[src/verilog/pit_pkg.sv]
package pit_pkg;
    // register offsets (byte addresses, one word each)
    localparam logic [11:0] ADDR_STATUS_CONTROL = 12'h000;
    localparam logic [11:0] ADDR_COUNT_HIGH     = 12'h004;
    localparam logic [11:0] ADDR_COUNT_LOW      = 12'h008;
    localparam logic [11:0] ADDR_MODULO_HIGH    = 12'h00c;
    localparam logic [11:0] ADDR_MODULO_LOW     = 12'h010;

    // status/control field positions
    localparam int BIT_OVERFLOW_FLAG = 7;
    localparam int BIT_IRQ_ENABLE    = 6;
    localparam int BIT_HALT          = 5;
    localparam int BIT_CLEAR         = 4;
    localparam int PS_LSB            = 0;
    localparam int PS_W              = 3;

    // reset values, and the highest decoded prescale code
    localparam logic       HALT_RESET    = 1'b1;
    localparam logic [2:0] PS_RESET      = 3'h0;
    localparam logic [7:0] MODULO_RESET  = 8'hff;
    localparam logic [5:0] PRESCALE_ZERO = 6'h00;
    localparam logic [15:0] COUNT_ZERO   = 16'h0000;
    localparam logic [2:0] PS_MAX_CODE   = 3'h6;
endpackage
[src/verilog/periodic_interrupt_timer.sv]
// The register offsets and the APB slave port were left to the implementer.
`timescale 1ns/1ps
`default_nettype none
module periodic_interrupt_timer (
    input  wire logic        core_clk,
    input  wire logic        rst,
    input  wire logic        psel,
    input  wire logic        penable,
    input  wire logic        pwrite,
    input  wire logic [11:0] paddr,
    input  wire logic [31:0] pwdata,
    output logic      [31:0] prdata,
    output logic             pready,
    output logic             pslverr,
    input  wire logic        break_active,
    input  wire logic        stop_mode,
    output logic             irq
);
    import pit_pkg::*;

    typedef struct packed {
        logic        flag;
        logic        flag_armed;
        logic        irq_en;
        logic        halt;
        logic [2:0]  ps;
        logic [5:0]  prescale;
        logic [15:0] count;
        logic [7:0]  low_latch;
        logic        latched;
        logic [7:0]  mod_hi;
        logic [7:0]  mod_lo;
        logic        mod_inhibit;
        logic        rd_wait;
        logic [31:0] rdata;
    } state_t;

    state_t s_q;
    state_t s_d;

    logic       wr;
    logic       rd;
    logic       rd_first;
    logic       mapped;
    logic       tick;
    logic       wrap;
    logic [5:0] tap_mask;
    logic [15:0] modulo;

    // mask of prescaler bits that must all be one for a tick
    function automatic logic [5:0] tap_of(input logic [2:0] code);
        logic [2:0] c;
        c = (code > PS_MAX_CODE) ? PS_MAX_CODE : code;
        case (c)
            3'h0:    tap_of = 6'h00;
            3'h1:    tap_of = 6'h01;
            3'h2:    tap_of = 6'h03;
            3'h3:    tap_of = 6'h07;
            3'h4:    tap_of = 6'h0f;
            3'h5:    tap_of = 6'h1f;
            default: tap_of = 6'h3f;
        endcase
    endfunction

    // apb decode; writes complete at once, reads take one wait state so prdata is a flop
    always_comb begin
        wr = psel && penable && pwrite;
        rd = psel && penable && !pwrite;
        rd_first = rd && !s_q.rd_wait;
        mapped = (paddr == ADDR_STATUS_CONTROL) || (paddr == ADDR_COUNT_HIGH) ||
                 (paddr == ADDR_COUNT_LOW) || (paddr == ADDR_MODULO_HIGH) ||
                 (paddr == ADDR_MODULO_LOW);
        pready = !rd_first;
        pslverr = psel && penable && pready && !mapped;
        prdata = s_q.rdata;
        modulo = {s_q.mod_hi, s_q.mod_lo};
        tap_mask = tap_of(s_q.ps);
        tick = !s_q.halt && !break_active && !stop_mode &&
               ((s_q.prescale & tap_mask) == tap_mask);
        wrap = tick && (s_q.count == modulo);
        irq = s_q.flag && s_q.irq_en;
    end

    // next-state logic
    always_comb begin
        s_d = s_q;
        s_d.rd_wait = rd_first;
        // prescaler and counter
        if (!s_q.halt && !break_active && !stop_mode) begin
            s_d.prescale = s_q.prescale + 6'h01;
        end
        if (tick) begin
            s_d.count = wrap ? COUNT_ZERO : s_q.count + 16'h0001;
        end
        // reads, with read-side effects applied once in the first access cycle
        if (rd_first) begin
            case (paddr)
                ADDR_STATUS_CONTROL: begin
                    s_d.rdata = {24'h000000, s_q.flag, s_q.irq_en, s_q.halt,
                                 2'b00, s_q.ps};
                    if (s_q.flag) begin
                        s_d.flag_armed = 1'b1;
                    end
                end
                ADDR_COUNT_HIGH: begin
                    s_d.rdata = {24'h000000, s_q.count[15:8]};
                    if (!s_q.latched) begin
                        s_d.low_latch = s_q.count[7:0];
                        s_d.latched = 1'b1;
                    end
                end
                ADDR_COUNT_LOW: begin
                    s_d.rdata = {24'h000000,
                                 s_q.latched ? s_q.low_latch : s_q.count[7:0]};
                    s_d.latched = 1'b0;
                end
                ADDR_MODULO_HIGH: s_d.rdata = {24'h000000, s_q.mod_hi};
                ADDR_MODULO_LOW:  s_d.rdata = {24'h000000, s_q.mod_lo};
                default:          s_d.rdata = 32'h0000_0000;
            endcase
        end
        // writes
        if (wr) begin
            case (paddr)
                ADDR_STATUS_CONTROL: begin
                    s_d.irq_en = pwdata[BIT_IRQ_ENABLE];
                    s_d.halt = pwdata[BIT_HALT];
                    s_d.ps = pwdata[PS_LSB +: PS_W];
                    if (!pwdata[BIT_OVERFLOW_FLAG] && s_q.flag_armed) begin
                        s_d.flag = 1'b0;
                    end
                    s_d.flag_armed = 1'b0;
                    if (pwdata[BIT_CLEAR]) begin
                        s_d.count = COUNT_ZERO;
                        s_d.prescale = PRESCALE_ZERO;
                        s_d.latched = 1'b0;
                        s_d.low_latch = 8'h00;
                    end
                end
                ADDR_MODULO_HIGH: begin
                    s_d.mod_hi = pwdata[7:0];
                    s_d.mod_inhibit = 1'b1;
                end
                ADDR_MODULO_LOW: begin
                    s_d.mod_lo = pwdata[7:0];
                    s_d.mod_inhibit = 1'b0;
                end
                default: begin
                end
            endcase
        end
        // an unsuppressed overflow sets the flag and wins over any clear
        if (wrap && !s_q.mod_inhibit) begin
            s_d.flag = 1'b1;
            s_d.flag_armed = 1'b0;
        end
    end

    // state register
    always_ff @(posedge core_clk) begin
        if (rst) begin
            s_q <= '{flag: 1'b0, flag_armed: 1'b0, irq_en: 1'b0, halt: HALT_RESET,
                     ps: PS_RESET, prescale: PRESCALE_ZERO, count: COUNT_ZERO,
                     low_latch: 8'h00, latched: 1'b0, mod_hi: MODULO_RESET,
                     mod_lo: MODULO_RESET, mod_inhibit: 1'b0, rd_wait: 1'b0,
                     rdata: 32'h0000_0000};
        end else begin
            s_q <= s_d;
        end
    end

    // flag only falls after a set-flag status read followed by a zero write
    property p_flag_clear_needs_arm;
        @(posedge core_clk) disable iff (rst)
        $fell(s_q.flag) |-> $past(s_q.flag_armed) && $past(wr);
    endproperty
    a_flag_clear_needs_arm: assert property (p_flag_clear_needs_arm)
        else $error("overflow flag cleared without read-then-write");

    // an unsuppressed wrap always leaves the flag set
    property p_wrap_sets_flag;
        @(posedge core_clk) disable iff (rst)
        (wrap && !s_q.mod_inhibit) |=> s_q.flag;
    endproperty
    a_wrap_sets_flag: assert property (p_wrap_sets_flag)
        else $error("overflow lost");

    // a wrap returns the counter to zero
    property p_wrap_zero;
        @(posedge core_clk) disable iff (rst)
        (wrap && !(wr && paddr == ADDR_STATUS_CONTROL)) |=> s_q.count == COUNT_ZERO;
    endproperty
    a_wrap_zero: assert property (p_wrap_zero)
        else $error("counter did not restart at zero");

    // halted or in break, the counter does not move
    property p_halt_holds;
        @(posedge core_clk) disable iff (rst)
        (s_q.halt || break_active || stop_mode) && !wr |=> $stable(s_q.count);
    endproperty
    a_halt_holds: assert property (p_halt_holds)
        else $error("counter moved while halted");

    // clear write zeroes counter and prescaler
    property p_clear_zero;
        @(posedge core_clk) disable iff (rst)
        wr && paddr == ADDR_STATUS_CONTROL && pwdata[BIT_CLEAR] && pwdata[BIT_HALT]
        |=> s_q.count == COUNT_ZERO && s_q.prescale == PRESCALE_ZERO ##1 s_q.count == COUNT_ZERO;
    endproperty
    a_clear_zero: assert property (p_clear_zero)
        else $error("halt plus clear did not hold counter at zero");

    // status read returns zero in the clear and reserved bits
    property p_clear_reads_zero;
        @(posedge core_clk) disable iff (rst)
        rd && paddr == ADDR_STATUS_CONTROL |=> prdata[BIT_CLEAR:3] == 2'b00;
    endproperty
    a_clear_reads_zero: assert property (p_clear_reads_zero)
        else $error("clear bit read back nonzero");

    // irq follows flag and enable
    property p_irq;
        @(posedge core_clk) disable iff (rst)
        irq == (s_q.flag && s_q.irq_en);
    endproperty
    a_irq: assert property (p_irq)
        else $error("irq does not match flag and enable");

    // while a modulo high write is pending, no wrap sets the flag
    property p_mod_inhibit;
        @(posedge core_clk) disable iff (rst)
        !s_q.flag && s_q.mod_inhibit && !wr |=> !s_q.flag;
    endproperty
    a_mod_inhibit: assert property (p_mod_inhibit)
        else $error("flag set while modulo update pending");

    // divide-by-one counts every cycle when running
    property p_div1;
        @(posedge core_clk) disable iff (rst)
        s_q.ps == 3'h0 && !s_q.halt && !break_active && !stop_mode && !wr && !wrap
        |=> s_q.count == $past(s_q.count) + 16'h0001;
    endproperty
    a_div1: assert property (p_div1)
        else $error("counter did not advance at divide by one");

    // writing one to the flag bit never clears it
    property p_write_one_keeps_flag;
        @(posedge core_clk) disable iff (rst)
        wr && paddr == ADDR_STATUS_CONTROL && pwdata[BIT_OVERFLOW_FLAG] && s_q.flag |=> s_q.flag;
    endproperty
    a_write_one_keeps_flag: assert property (p_write_one_keeps_flag)
        else $error("flag cleared by a write of one");

    // irq enable takes the written bit
    property p_irq_en_write;
        @(posedge core_clk) disable iff (rst)
        wr && paddr == ADDR_STATUS_CONTROL |=> s_q.irq_en == $past(pwdata[BIT_IRQ_ENABLE]);
    endproperty
    a_irq_en_write: assert property (p_irq_en_write)
        else $error("irq enable not written");

    // halt takes the written bit
    property p_halt_write;
        @(posedge core_clk) disable iff (rst)
        wr && paddr == ADDR_STATUS_CONTROL |=> s_q.halt == $past(pwdata[BIT_HALT]);
    endproperty
    a_halt_write: assert property (p_halt_write)
        else $error("halt bit not written");

    // prescale select takes the written field
    property p_ps_write;
        @(posedge core_clk) disable iff (rst)
        wr && paddr == ADDR_STATUS_CONTROL |=> s_q.ps == $past(pwdata[2:0]);
    endproperty
    a_ps_write: assert property (p_ps_write)
        else $error("prescale select not written");

    // a latched low byte holds until the low byte is read or the counter is cleared
    property p_latch_holds;
        @(posedge core_clk) disable iff (rst)
        s_q.latched && !(rd && paddr == ADDR_COUNT_LOW) && !(wr && paddr == ADDR_STATUS_CONTROL)
        |=> s_q.latched && $stable(s_q.low_latch);
    endproperty
    a_latch_holds: assert property (p_latch_holds)
        else $error("low byte latch lost");

    // a low byte read releases the latch
    property p_low_read_releases;
        @(posedge core_clk) disable iff (rst)
        rd && paddr == ADDR_COUNT_LOW |=> !s_q.latched;
    endproperty
    a_low_read_releases: assert property (p_low_read_releases)
        else $error("low byte latch not released");

    // a modulo high write sets the suppression
    property p_mod_hi_inhibits;
        @(posedge core_clk) disable iff (rst)
        wr && paddr == ADDR_MODULO_HIGH |=> s_q.mod_inhibit;
    endproperty
    a_mod_hi_inhibits: assert property (p_mod_hi_inhibits)
        else $error("modulo high write did not suppress the flag");

    // a modulo low write ends the suppression
    property p_mod_lo_releases;
        @(posedge core_clk) disable iff (rst)
        wr && paddr == ADDR_MODULO_LOW |=> !s_q.mod_inhibit;
    endproperty
    a_mod_lo_releases: assert property (p_mod_lo_releases)
        else $error("modulo low write did not end suppression");

    // modulo high takes the written byte
    property p_mod_write;
        @(posedge core_clk) disable iff (rst)
        wr && paddr == ADDR_MODULO_HIGH |=> s_q.mod_hi == $past(pwdata[7:0]);
    endproperty
    a_mod_write: assert property (p_mod_write)
        else $error("modulo high not written");

    // every tick without a wrap or a clear write advances the counter by one
    property p_tick_advance;
        @(posedge core_clk) disable iff (rst)
        tick && !wrap && !wr |=> s_q.count == $past(s_q.count) + 16'h0001;
    endproperty
    a_tick_advance: assert property (p_tick_advance)
        else $error("counter did not advance on a tick");

    // break or stop also freezes the prescaler
    property p_freeze_prescale;
        @(posedge core_clk) disable iff (rst)
        (break_active || stop_mode) && !wr |=> $stable(s_q.prescale);
    endproperty
    a_freeze_prescale: assert property (p_freeze_prescale)
        else $error("prescaler moved in break or stop");
endmodule
`default_nettype wire

[config.mk]
export PLATFORM = sky130hd
export DESIGN_NAME = periodic_interrupt_timer
export DESIGN_NICKNAME = d
export VERILOG_FILES = /design/src/verilog/pit_pkg.sv /design/src/verilog/periodic_interrupt_timer.sv
export SDC_FILE = /design/constraint.sdc
export NUM_CORES = 1
export LEC_CHECK = 0
export ABC_AREA = 1
export BUFFER_PORTS_ARGS = -buffer_cell sky130_fd_sc_hd__buf_2
export CORE_MARGIN = 10
export CORE_UTILIZATION = 34
export CTS_CLUSTER_DIAMETER = 200
export CTS_CLUSTER_SIZE = 16
export DETAILED_ROUTE_END_ITERATION = 10
export GPL_TIMING_DRIVEN = 0
export HOLD_SLACK_MARGIN = 0.1
export PLACE_DENSITY = 0.65
export SLEW_MARGIN = 20
export SYNTH_ARGS = -nofsm -noshare
export SYNTH_HDL_FRONTEND = slang
export SYNTH_SLANG_ARGS = --single-unit
[constraint.sdc]
create_clock -name core_clk -period 1.51 [get_ports core_clk]
set_input_delay 0.0755 -clock core_clk [delete_from_list [all_inputs] [get_ports core_clk]]
set_output_delay 0.0755 -clock core_clk [all_outputs]
set_load 0.02 [all_outputs]
==> results_dict.tcl, run 1 <==
set metrics [dict create \
    regArea_um2 1290 \
    syn_area_um2 3840 \
    final_layout_size_suffix_gt1_share_pct 26.0 \
    outcome "finished with violations" \
    crit_start "s_q[83]$_SDFFE_PP0P_" \
    track_usage_pct 13.8 \
    yosysTopAreaCellShare_pct 33.4 \
    core-area_um2 10900 \
    dp_hpwl_mm 8.63 \
    path_depth 9 \
    syn_inst 573 \
    arrival_ns 1.93 \
    diodes 0 \
    synth.avg_cell_area_um2 6.70 \
    cts.htree.levels 3 \
    drv_cap 0 \
    detail-route-antenna-nets 0 \
    syn_to_final_growth_pct 29.4 \
    path_common_cell "nand2_8" \
    antenna_found_initial 0 \
    met1_length_mm 4.99 \
    cp_slowest_stage_delay_ns 0.36 \
    synth_xor_area_share_pct 4.10 \
    synth_area_leaders "dfxtp_1 (33%), nand2_1 (12%), inv_1 (6.8%), buf_4 (6.3%), nor2_1 (6.3%)" \
    worst_pin_slew_ns 0.517 \
    rsz0062_at_grt "true" \
    clock_tree.root_cell "clkbuf_16" \
    numCtsBuffers 9 \
    critPathLaunchType "register" \
    synthSimpleGateAreaFrac_pct 32.8 \
    grt_pass1_vias 3778 \
    ir_drop_mv 0.568 \
    ys_seq_area_share_pct 33.4 \
    hp-start "break_active" \
    die_h_um 126 \
    cts.sinks 64 \
    setup_tns_ns -3.09 \
    required_ns 1.73 \
    violations "negative setup slack" \
    wl_met3_um 924 \
    io_buffer_count 37 \
    critical_path.cell_chain "buf_6 -> ha_1 -> o21ai_1 -> nand3_1 -> nor2_4 -> buf_12 -> nand2_8 -> nand2_8 -> nor2_2" \
    slowest_stage "dfxtp_4" \
    route.detailed.drc 0 \
    setup_viol 18 \
    overflow 0 \
    ys_ff_latch 64 \
    powerDensity_nw_per_um2 823 \
    gp_congestion 0.922 \
    synth-compound-area-share_pct 11.7 \
    top_layer "met4" \
    synth-edff-count 0 \
    post-route-min-period_ns 1.71 \
    grt_pass1_wl_mm 18.3 \
    muxShareOfSynthArea_pct 0 \
    p_total_mw 4.09 \
    hold_class "in -> reg" \
    hold_violations 0 \
    crit_buf_inv 2 \
    synth_top_family_by_area "simple AND/OR/NAND/NOR gates" \
    critPathTopFamily "simple AND/OR/NAND/NOR gates" \
    insertion_delay_ns 0.33 \
    start_util_pct 35.1 \
    synth_fa_ha_area_share_pct 1.63 \
    rows 38 \
    worstSetupEndpointType "register" \
    slew-limit-headroom_pct 65.3 \
    drtIter0Drc 301 \
    yosysUniqueCellTypes 34 \
    path_clk_slew_ns 0.06 \
    fin_crit_sh_pct 113 \
    wl_met2_mm 5.23 \
    cp_max_fo 8 \
    reg2reg_from "s_q[83]$_SDFFE_PP0P_" \
    ys_warn_count 0 \
    leakagePower_nw 2.38 \
    rr_worst_depth 9 \
    clockBufferDepth 2 \
    finalMaxSlewViolations 0 \
    final_util_pct 45.5 \
    multiInputGateArea_um2 2220 \
    fin_skew_ns 0.00775 \
    wire_per_inst_um 14.1 \
    hold_path_end "s_q[75]$_SDFF_PP0_" \
    grt_max_degree 12 \
    fp.dieW_um 126 \
    fillers 1111 \
    cts_tree "built" \
    critPathKind "reg -> reg" \
    drt_wl_total_mm 11.4 \
    ioPinCount 86 \
    reg2reg_slack_ns -0.20 \
    synth_top_cell_by_area "dfxtp_1" \
    num_vias 3915 \
    dr.pass1.iters 5 \
    fin_nets 717 \
    async_flop_share_pct 0 \
    die_area_um2 15900 \
    hold_depth 4 \
    max_freq_mhz 585 \
    regToRegEndpoint "s_q[70]$_SDFF_PP0_" \
    synth_top_flop_cell "dfxtp_1" \
    fin_ws_ns -0.198 \
    viasPerCell 4.86 \
]
## cell type report
class	count	share of cell area (%)
buffer	50	7.27
tap	140	3.52
inverter	74	5.94
timing repair buffer	54	6.82
sequential	64	26.0
clock buffer	10	4.60
clock inverter	6	1.21
multi-input combinational	408	44.7
## registers in the layout (all words and copies together) (netlist names)
register	cells
s_q	40
modulo	16
prdata	8
## cell families after synthesis
logic type | count (synthesis)
XOR/XNOR | 18
AO/OA/AOI/OAI | 80
AND/OR/NAND/NOR | 280
adder cells (fa/ha/maj) | 5
buffers and inverters | 125
other | 1
flip-flops | 64
## stage by stage
step | instances | cell area [µm²] | setup slack, ns | hold WS [ns]
2_1_floorplan | 596 | 3940 | 0.000619 | 0.145
3_3_place_gp | 773 | 4300 | -0.256 | 0.323
3_5_place_dp | 773 | 4300 | -0.279 | 0.330
4_1_cts | 802 | 4840 | -0.175 | 0.106
5_1_grt | 806 | 4970 | -0.329 | 0.130
6_report | 806 | 4970 | -0.198 | 0.112
## worst reg2reg max path: stages (launching register included)
cell and delay [ns]:
dfxtp_4 0.36, buf_6 0.12, ha_1 0.17, o21ai_1 0.13, nand3_1 0.12, nor2_4 0.23
buf_12 0.18, nand2_8 0.10, nand2_8 0.13, nor2_2 0.05
## synthesized netlist by cell type, types with 2 or more instances
| library cell | number |
|---|---|
| a21oi_1 | 16 |
| buf_2 | 9 |
| buf_4 | 32 |
| buf_6 | 3 |
| clkbuf_1 | 6 |
| dfxtp_1 | 64 |
| ha_1 | 5 |
| inv_1 | 70 |
| inv_2 | 3 |
| nand2_1 | 120 |
| nand2_2 | 9 |
| nand3_1 | 46 |
| nand3_2 | 2 |
| nand4_1 | 14 |
| nor2_1 | 64 |
| nor2_2 | 5 |
| nor2_4 | 2 |
| nor3_1 | 9 |
| o211ai_1 | 16 |
| o21ai_0 | 38 |
| o21ai_1 | 6 |
| o21bai_1 | 2 |
| or2_2 | 5 |
| xnor2_1 | 14 |
| xor2_1 | 4 |
## metal layers
metal / vias to the layer above / global-route usage (%)
met5: - / 0
met4: 0 / 5.29
met3: 20 / 3.83
met2: 155 / 22.2
met1: 1780 / 17.1
li1: 1960 / -
## how the worst max path moves through the flow
stage                                    end  slack, ns
after floorplan           s_q[62]$_SDFF_PP0_     0.0006
after global placement    s_q[70]$_SDFF_PP0_      -0.26
after detailed placement  s_q[70]$_SDFF_PP0_      -0.28
after CTS                 s_q[69]$_SDFF_PP0_      -0.17
after global routing      s_q[74]$_SDFF_PP0_      -0.33
final                     s_q[70]$_SDFF_PP0_      -0.20
## report_power, final
part	internal, mW	switching (mW)
combinational	0.139	0.209
sequential	1.69	0.00343
clock	1.27	0.778
## repair_timing
item / 4_1_cts / 5_1_grt
setup buffers: 4 / 4
resized for setup: 36 / 31
gates cloned: 2 / 0
endpoints found under the hold margin: 23 / 0
hold buffers: 8 / 0
setup endpoints to repair: 24 / 27
pin swaps: 13 / 10
## layout by cell type, fill, tap and decap left out, types with 8 or more instances in the layout
master | Yosys | final
buf_2 | 9 | 43
clkbuf_16 | 0 | 9
a21oi_1 | 16 | 13
o21ai_0 | 38 | 32
dfxtp_1 | 64 | 60
o211ai_1 | 16 | 16
xnor2_1 | 14 | 14
nand3_1 | 46 | 45
nor2_2 | 5 | 12
nand4_1 | 14 | 14
nand2_2 | 9 | 9
nand2_1 | 120 | 116
inv_1 | 70 | 67
buf_4 | 32 | 41
o21ai_1 | 6 | 8
conb_1 | 1 | 24
nor2_1 | 64 | 52
dlygate4sd3_1 | 0 | 8
Note: power is estimated with default switching activity, not from simulation.
==> run 2, diff against run 1 <==
- ABC_AREA: 1 -> default
- PLACE_DENSITY: 0.65 -> 0.66
==> results_dict.tcl, run 2 <==
set metrics [dict create \
    outcome "finished with violations" \
    violations "negative setup slack" \
    async_flop_share_pct 0 \
    syn_inst 414 \
    cts_tree "built" \
    synth_top_cell_by_area "dfxtp_1" \
    rr_worst_depth 6 \
    dr.pass1.iters 4 \
    insertion_delay_ns 0.36 \
    regToRegEndpoint "s_q[68]$_SDFF_PP0_" \
    reg2reg_slack_ns -0.63 \
    pre_cts_ws_ns -0.895 \
    syn_to_final_growth_pct 50.0 \
    overflow 0 \
    ioPinCount 86 \
    yosysTopAreaCellShare_pct 35.7 \
    cp_max_fo 4 \
    setup_viol 63 \
    final_layout_size_suffix_gt1_share_pct 45.4 \
    syn_area_um2 3590 \
    synth-compound-area-share_pct 10.9 \
    num_vias 3518 \
    fin_skew_ns 0.0116 \
    dp_cells 608 \
    track_usage_pct 14.5 \
    ys_warn_count 0 \
    layout_common_cells "dfxtp_1 (57), buf_4 (55), buf_2 (33)" \
    final_common_cell "dfxtp_1" \
    synthSimpleGateAreaFrac_pct 21.6 \
    p_total_mw 3.48 \
    start_util_pct 34.8 \
    grt_pass1_wl_mm 17.7 \
    cts.sinks 64 \
    hold_class "in -> reg" \
    ys_seq_area_share_pct 35.7 \
    hold_violations 0 \
    critPathKind "reg -> reg" \
    grt_max_degree 14 \
    core-area_um2 10300 \
    synth_area_leaders "dfxtp_1 (36%), mux2i_1 (7.5%), buf_4 (6.7%), mux2_2 (5.3%), xor2_1 (5.1%)" \
    ir_drop_mv 0.515 \
    reg2reg_from "s_q[84]$_SDFFE_PP1P_" \
    worstSetupEndpointType "register" \
    io_buffer_count 35 \
    fin_crit_sh_pct 142 \
    leakagePower_nw 1.97 \
    clockBufferDepth 2 \
    synth_common_cells "dfxtp_1 (64), nor2_1 (38), buf_4 (32)" \
    fillers 892 \
    slew-limit-headroom_pct 58.3 \
    dp_hpwl_mm 7.57 \
    finalMaxSlewViolations 0 \
    largest_register_ffs 40 \
    synth_top_flop_cell "dfxtp_1" \
    fin_ws_ns -0.633 \
    synth_fa_ha_area_share_pct 1.74 \
    finalNonFillerCells 673 \
    numCtsBuffers 9 \
    synth_xor_area_share_pct 7.07 \
    cp-endpoint "s_q[68]$_SDFF_PP0_" \
    required_ns 1.80 \
    antenna_found_initial 0 \
    yosysUniqueCellTypes 45 \
    hold_slack_ns 0.130 \
    rows 37 \
    die_h_um 123 \
    gp_congestion 0.875 \
    post-route-min-period_ns 2.14 \
    setup_tns_ns -14.97 \
    crit_start "s_q[84]$_SDFFE_PP1P_" \
    synth-edff-count 0 \
    muxShareOfSynthArea_pct 12.9 \
    clock_tree.root_cell "clkbuf_8" \
    worst_pin_slew_ns 0.625 \
    drt_wl_total_mm 11.8 \
    viasPerCell 5.23 \
    die_area_um2 15100 \
    postLayoutCellArea_um2 5390 \
    powerDensity_nw_per_um2 646 \
    placed_area_um2 4200 \
    cts.htree.levels 3 \
    ys_ff_latch 64 \
    rsz0062_at_grt "true" \
    drtIter0Drc 256 \
    max_freq_mhz 467 \
    detail-route-antenna-nets 0 \
    synth.avg_cell_area_um2 8.68 \
    path_clk_slew_ns 0.08 \
    synth_top_family_by_area "simple AND/OR/NAND/NOR gates" \
    diodes 0 \
    yosysMostFrequentCell "dfxtp_1" \
    fp.dieW_um 123 \
    critPathLaunchType "register" \
    route.detailed.drc 0 \
    regMostFlops "s_q" \
    arrival_ns 2.44 \
    wire_per_inst_um 17.6 \
    drv_cap 0 \
    final_util_pct 52.2 \
    grt_pass1_vias 3487 \
    fin_nets 588 \
]
run 2: power by group:
part	internal, mW	switching [mW]
registers	1.69	0.00461
logic	0.183	0.232
clock network	0.611	0.762
total	2.48	0.998
run 2: worst min path at each step:
| stage | end | slack (ns) | start | cells past startpoint |
|---|---|---|---|---|
| after floorplan | s_q[84]$_SDFFE_PP1P_ | 0.20 | pwdata[5] | 2 |
| after global placement | modulo[3]$_SDFFE_PP1P_ | 0.33 | pwdata[3] | 3 |
| after detailed placement | modulo[3]$_SDFFE_PP1P_ | 0.33 | pwdata[3] | 3 |
| after CTS | s_q[78]$_SDFF_PP0_ | 0.16 | stop_mode | 5 |
| after global routing | s_q[32]$_SDFF_PP0_ | 0.17 | pwrite | 4 |
| final | s_q[32]$_SDFF_PP0_ | 0.13 | pwrite | 4 |
run 2: logic make-up after synthesis:
group,Yosys count
other cells,1
flops,64
fa+ha+maj,5
xor+xnor,29
simple gates,144
mux,44
buf+inv,64
compound gates,63
run 2: metal layers:
layer  routed length [µm]  vias to the layer above  GRT usage [%]
met5                    0                        -              0
met4                  388                        0           4.20
met3                  862                       36           3.72
met2                 5970                      138           25.3
met1                 4620                     1681           17.2
li1                     -                     1663              -
run 2: worst max-delay path, stage by stage, from the launching register on:
cell and delay, ns:
dfxtp_4 0.37, or3_4 0.36, nor4_4 0.31, nand4_1 0.22, buf_4 0.21, or4_1 0.48, a21oi_2 0.12
run 2: layout make-up:
| cell class | instances | area (µm²) | area share [%] |
|---|---|---|---|
| Multi-Input combinational cell | 309 | 2540 | 47.1 |
| Sequential cell | 64 | 1300 | 24.1 |
| Timing Repair Buffer | 90 | 766 | 14.2 |
| Buffer | 52 | 415 | 7.71 |
| Tap cell | 136 | 170 | 3.16 |
| Clock buffer | 9 | 124 | 2.30 |
| Clock inverter | 7 | 55.1 | 1.02 |
| Inverter | 6 | 22.5 | 0.418 |
run 2: what timing repair did:
item                                    in CTS  in global routing
pin swaps                                   29                 35
setup buffers                               23                 23
gates resized for setup                     63                 84
hold buffers                                 8                  0
cloned                                       1                  3
endpoints found under the setup margin      52                 64
endpoints found under the hold margin       21                  0
==> run 3, diff against run 2 <==
- SKIP_LAST_GASP: default -> 1
==> results_dict.tcl, run 3 (synthesis gave the netlist of run 2 again) <==
set metrics [dict create \
    dp_hpwl_mm 7.57 \
    regMostFlops "s_q" \
    grt_max_degree 14 \
    cp_max_fo 4 \
    critPathKind "reg -> reg" \
    swShare_pct 29.0 \
    ioPinCount 86 \
    hold_depth 4 \
    drt_wl_total_mm 12.2 \
    setup_tns_ns -14.91 \
    worst_pin_slew_ns 0.641 \
    cts_tree "built" \
    final_common_cell "buf_4" \
    violations "negative setup slack" \
    placed_area_um2 4200 \
    gp_congestion 0.875 \
    outcome "finished with violations" \
    diodes 0 \
    route.detailed.drc 0 \
    crit_start "s_q[84]$_SDFFE_PP1P_" \
    leakagePower_nw 1.99 \
    final_layout_size_suffix_gt1_share_pct 45.2 \
    drtIter0Drc 240 \
    fin_crit_sh_pct 143 \
    required_ns 1.80 \
    cp-endpoint "s_q[72]$_SDFF_PP0_" \
    grt_pass1_vias 3420 \
    syn_to_final_growth_pct 50.9 \
    largest_register_ffs 40 \
    p_switching_mw 1.02 \
    clockBufferDepth 2 \
    rows 37 \
    hold_violations 0 \
    max_freq_mhz 465 \
    layout_common_cells "buf_4 (59), dfxtp_1 (57), buf_2 (31)" \
    detail-route-antenna-nets 0 \
    hold_class "in -> reg" \
    p_total_mw 3.50 \
    die_area_um2 15100 \
    drv_cap 0 \
    path_clk_slew_ns 0.08 \
    power_frac_seq_pct 48.4 \
    critPathLaunchType "register" \
    postLayoutCellArea_um2 5420 \
    cts.sinks 64 \
    antenna_found_initial 0 \
    viasPerCell 5.28 \
    numCtsBuffers 9 \
    p_int_mw 2.48 \
    fin_ws_ns -0.643 \
    arrival_ns 2.44 \
    io_buffer_count 35 \
    grt_pass1_wl_mm 17.4 \
    finalMaxSlewViolations 0 \
    setup_viol 59 \
    track_usage_pct 14.4 \
    rr_worst_depth 6 \
    ir_drop_mv 0.513 \
    rsz0062_at_grt "true" \
    reg2reg_from "s_q[84]$_SDFFE_PP1P_" \
    die_h_um 123 \
    num_vias 3559 \
    start_util_pct 34.8 \
    p_comb_share_pct 12.0 \
    insertion_delay_ns 0.36 \
    post-route-min-period_ns 2.15 \
    fillers 883 \
    cts.htree.levels 3 \
    core-area_um2 10300 \
    powerDensity_nw_per_um2 646 \
    fin_skew_ns 0.0109 \
    clock_tree.root_cell "clkbuf_8" \
    worstSetupEndpointType "register" \
    fin_nets 589 \
    power_frac_clock_pct 39.6 \
    wire_per_inst_um 18.1 \
    fp.dieW_um 123 \
    overflow 0 \
    reg2reg_slack_ns -0.64 \
    regToRegEndpoint "s_q[72]$_SDFF_PP0_" \
    slew-limit-headroom_pct 57.3 \
    dr.pass1.iters 4 \
]
[run 3: cell types whose count changed in the layout (fill, tap and decap cells not counted), sizes merged]
cell,previous run,this run
clkbuf,20,21
[run 3: cell type report]
class / count / area [µm²] / share of cell area (%)
Buffer: 52 / 415 / 7.67
Clock buffer: 9 / 124 / 2.29
Clock inverter: 7 / 55.1 / 1.02
Inverter: 6 / 22.5 / 0.416
Multi-Input combinational cell: 309 / 2560 / 47.3
Sequential cell: 64 / 1300 / 23.9
Tap cell: 136 / 170 / 3.14
Timing Repair Buffer: 91 / 773 / 14.3
[run 3: worst min-delay path by stage]
| stage | endpoint | slack [ns] | startpoint |
|---|---|---|---|
| 2_1_floorplan | s_q[84]$_SDFFE_PP1P_ | 0.20 | pwdata[5] |
| 3_3_place_gp | modulo[3]$_SDFFE_PP1P_ | 0.33 | pwdata[3] |
| 3_5_place_dp | modulo[3]$_SDFFE_PP1P_ | 0.33 | pwdata[3] |
| 4_1_cts | s_q[78]$_SDFF_PP0_ | 0.16 | stop_mode |
| 5_1_grt | s_q[32]$_SDFF_PP0_ | 0.17 | pwrite |
| 6_report | s_q[32]$_SDFF_PP0_ | 0.12 | pwrite |
[run 3: layer usage]
metal	wire (µm)	vias to the layer above	track usage [%]	part of all wire, %
met5	0	-	0	0
met4	518	0	4.64	4.2
met3	899	40	3.72	7.4
met2	6080	154	24.6	50
met1	4720	1705	17.1	39
li1	-	1660	-	-
[run 3: timing repair]
item / CTS / global route
hold buffers: 8 / 0
endpoints found under the hold margin: 21 / 0
pin swaps: 28 / 36
resized for setup: 58 / 87
endpoints found under the setup margin: 52 / 64
cloned: 1 / 3
setup buffers: 23 / 22
[run 3: worst max-delay path, cell delays in order, from the launching register on]
cell	delay, ns
dfxtp_4	0.37
or3_4	0.36
nor4_4	0.32
nand4_1	0.22
clkbuf_8	0.21
or4_1	0.48
a21oi_2	0.13
[run 3: through the flow]
step	setup slack, ns	std cells	hold slack [ns]	util [%]
after floorplan	-0.542	437	0.204	-
after global placement	-0.849	608	0.326	40.6
after detailed placement	-0.895	608	0.329	40.6
after CTS	-0.658	653	0.157	47.6
after global routing	-0.732	674	0.170	52.5
final	-0.643	674	0.124	52.5
[run 3: power groups by stage]
stage	registers (mW)	logic [mW]	clock network [mW]
2_1_floorplan	1.74	0.220	0
3_3_place_gp	1.74	0.308	0
4_1_cts	1.69	0.365	1.38
5_1_grt	1.70	0.446	1.46
3_5_place_dp	1.74	0.310	0
6_report	1.69	0.419	1.39
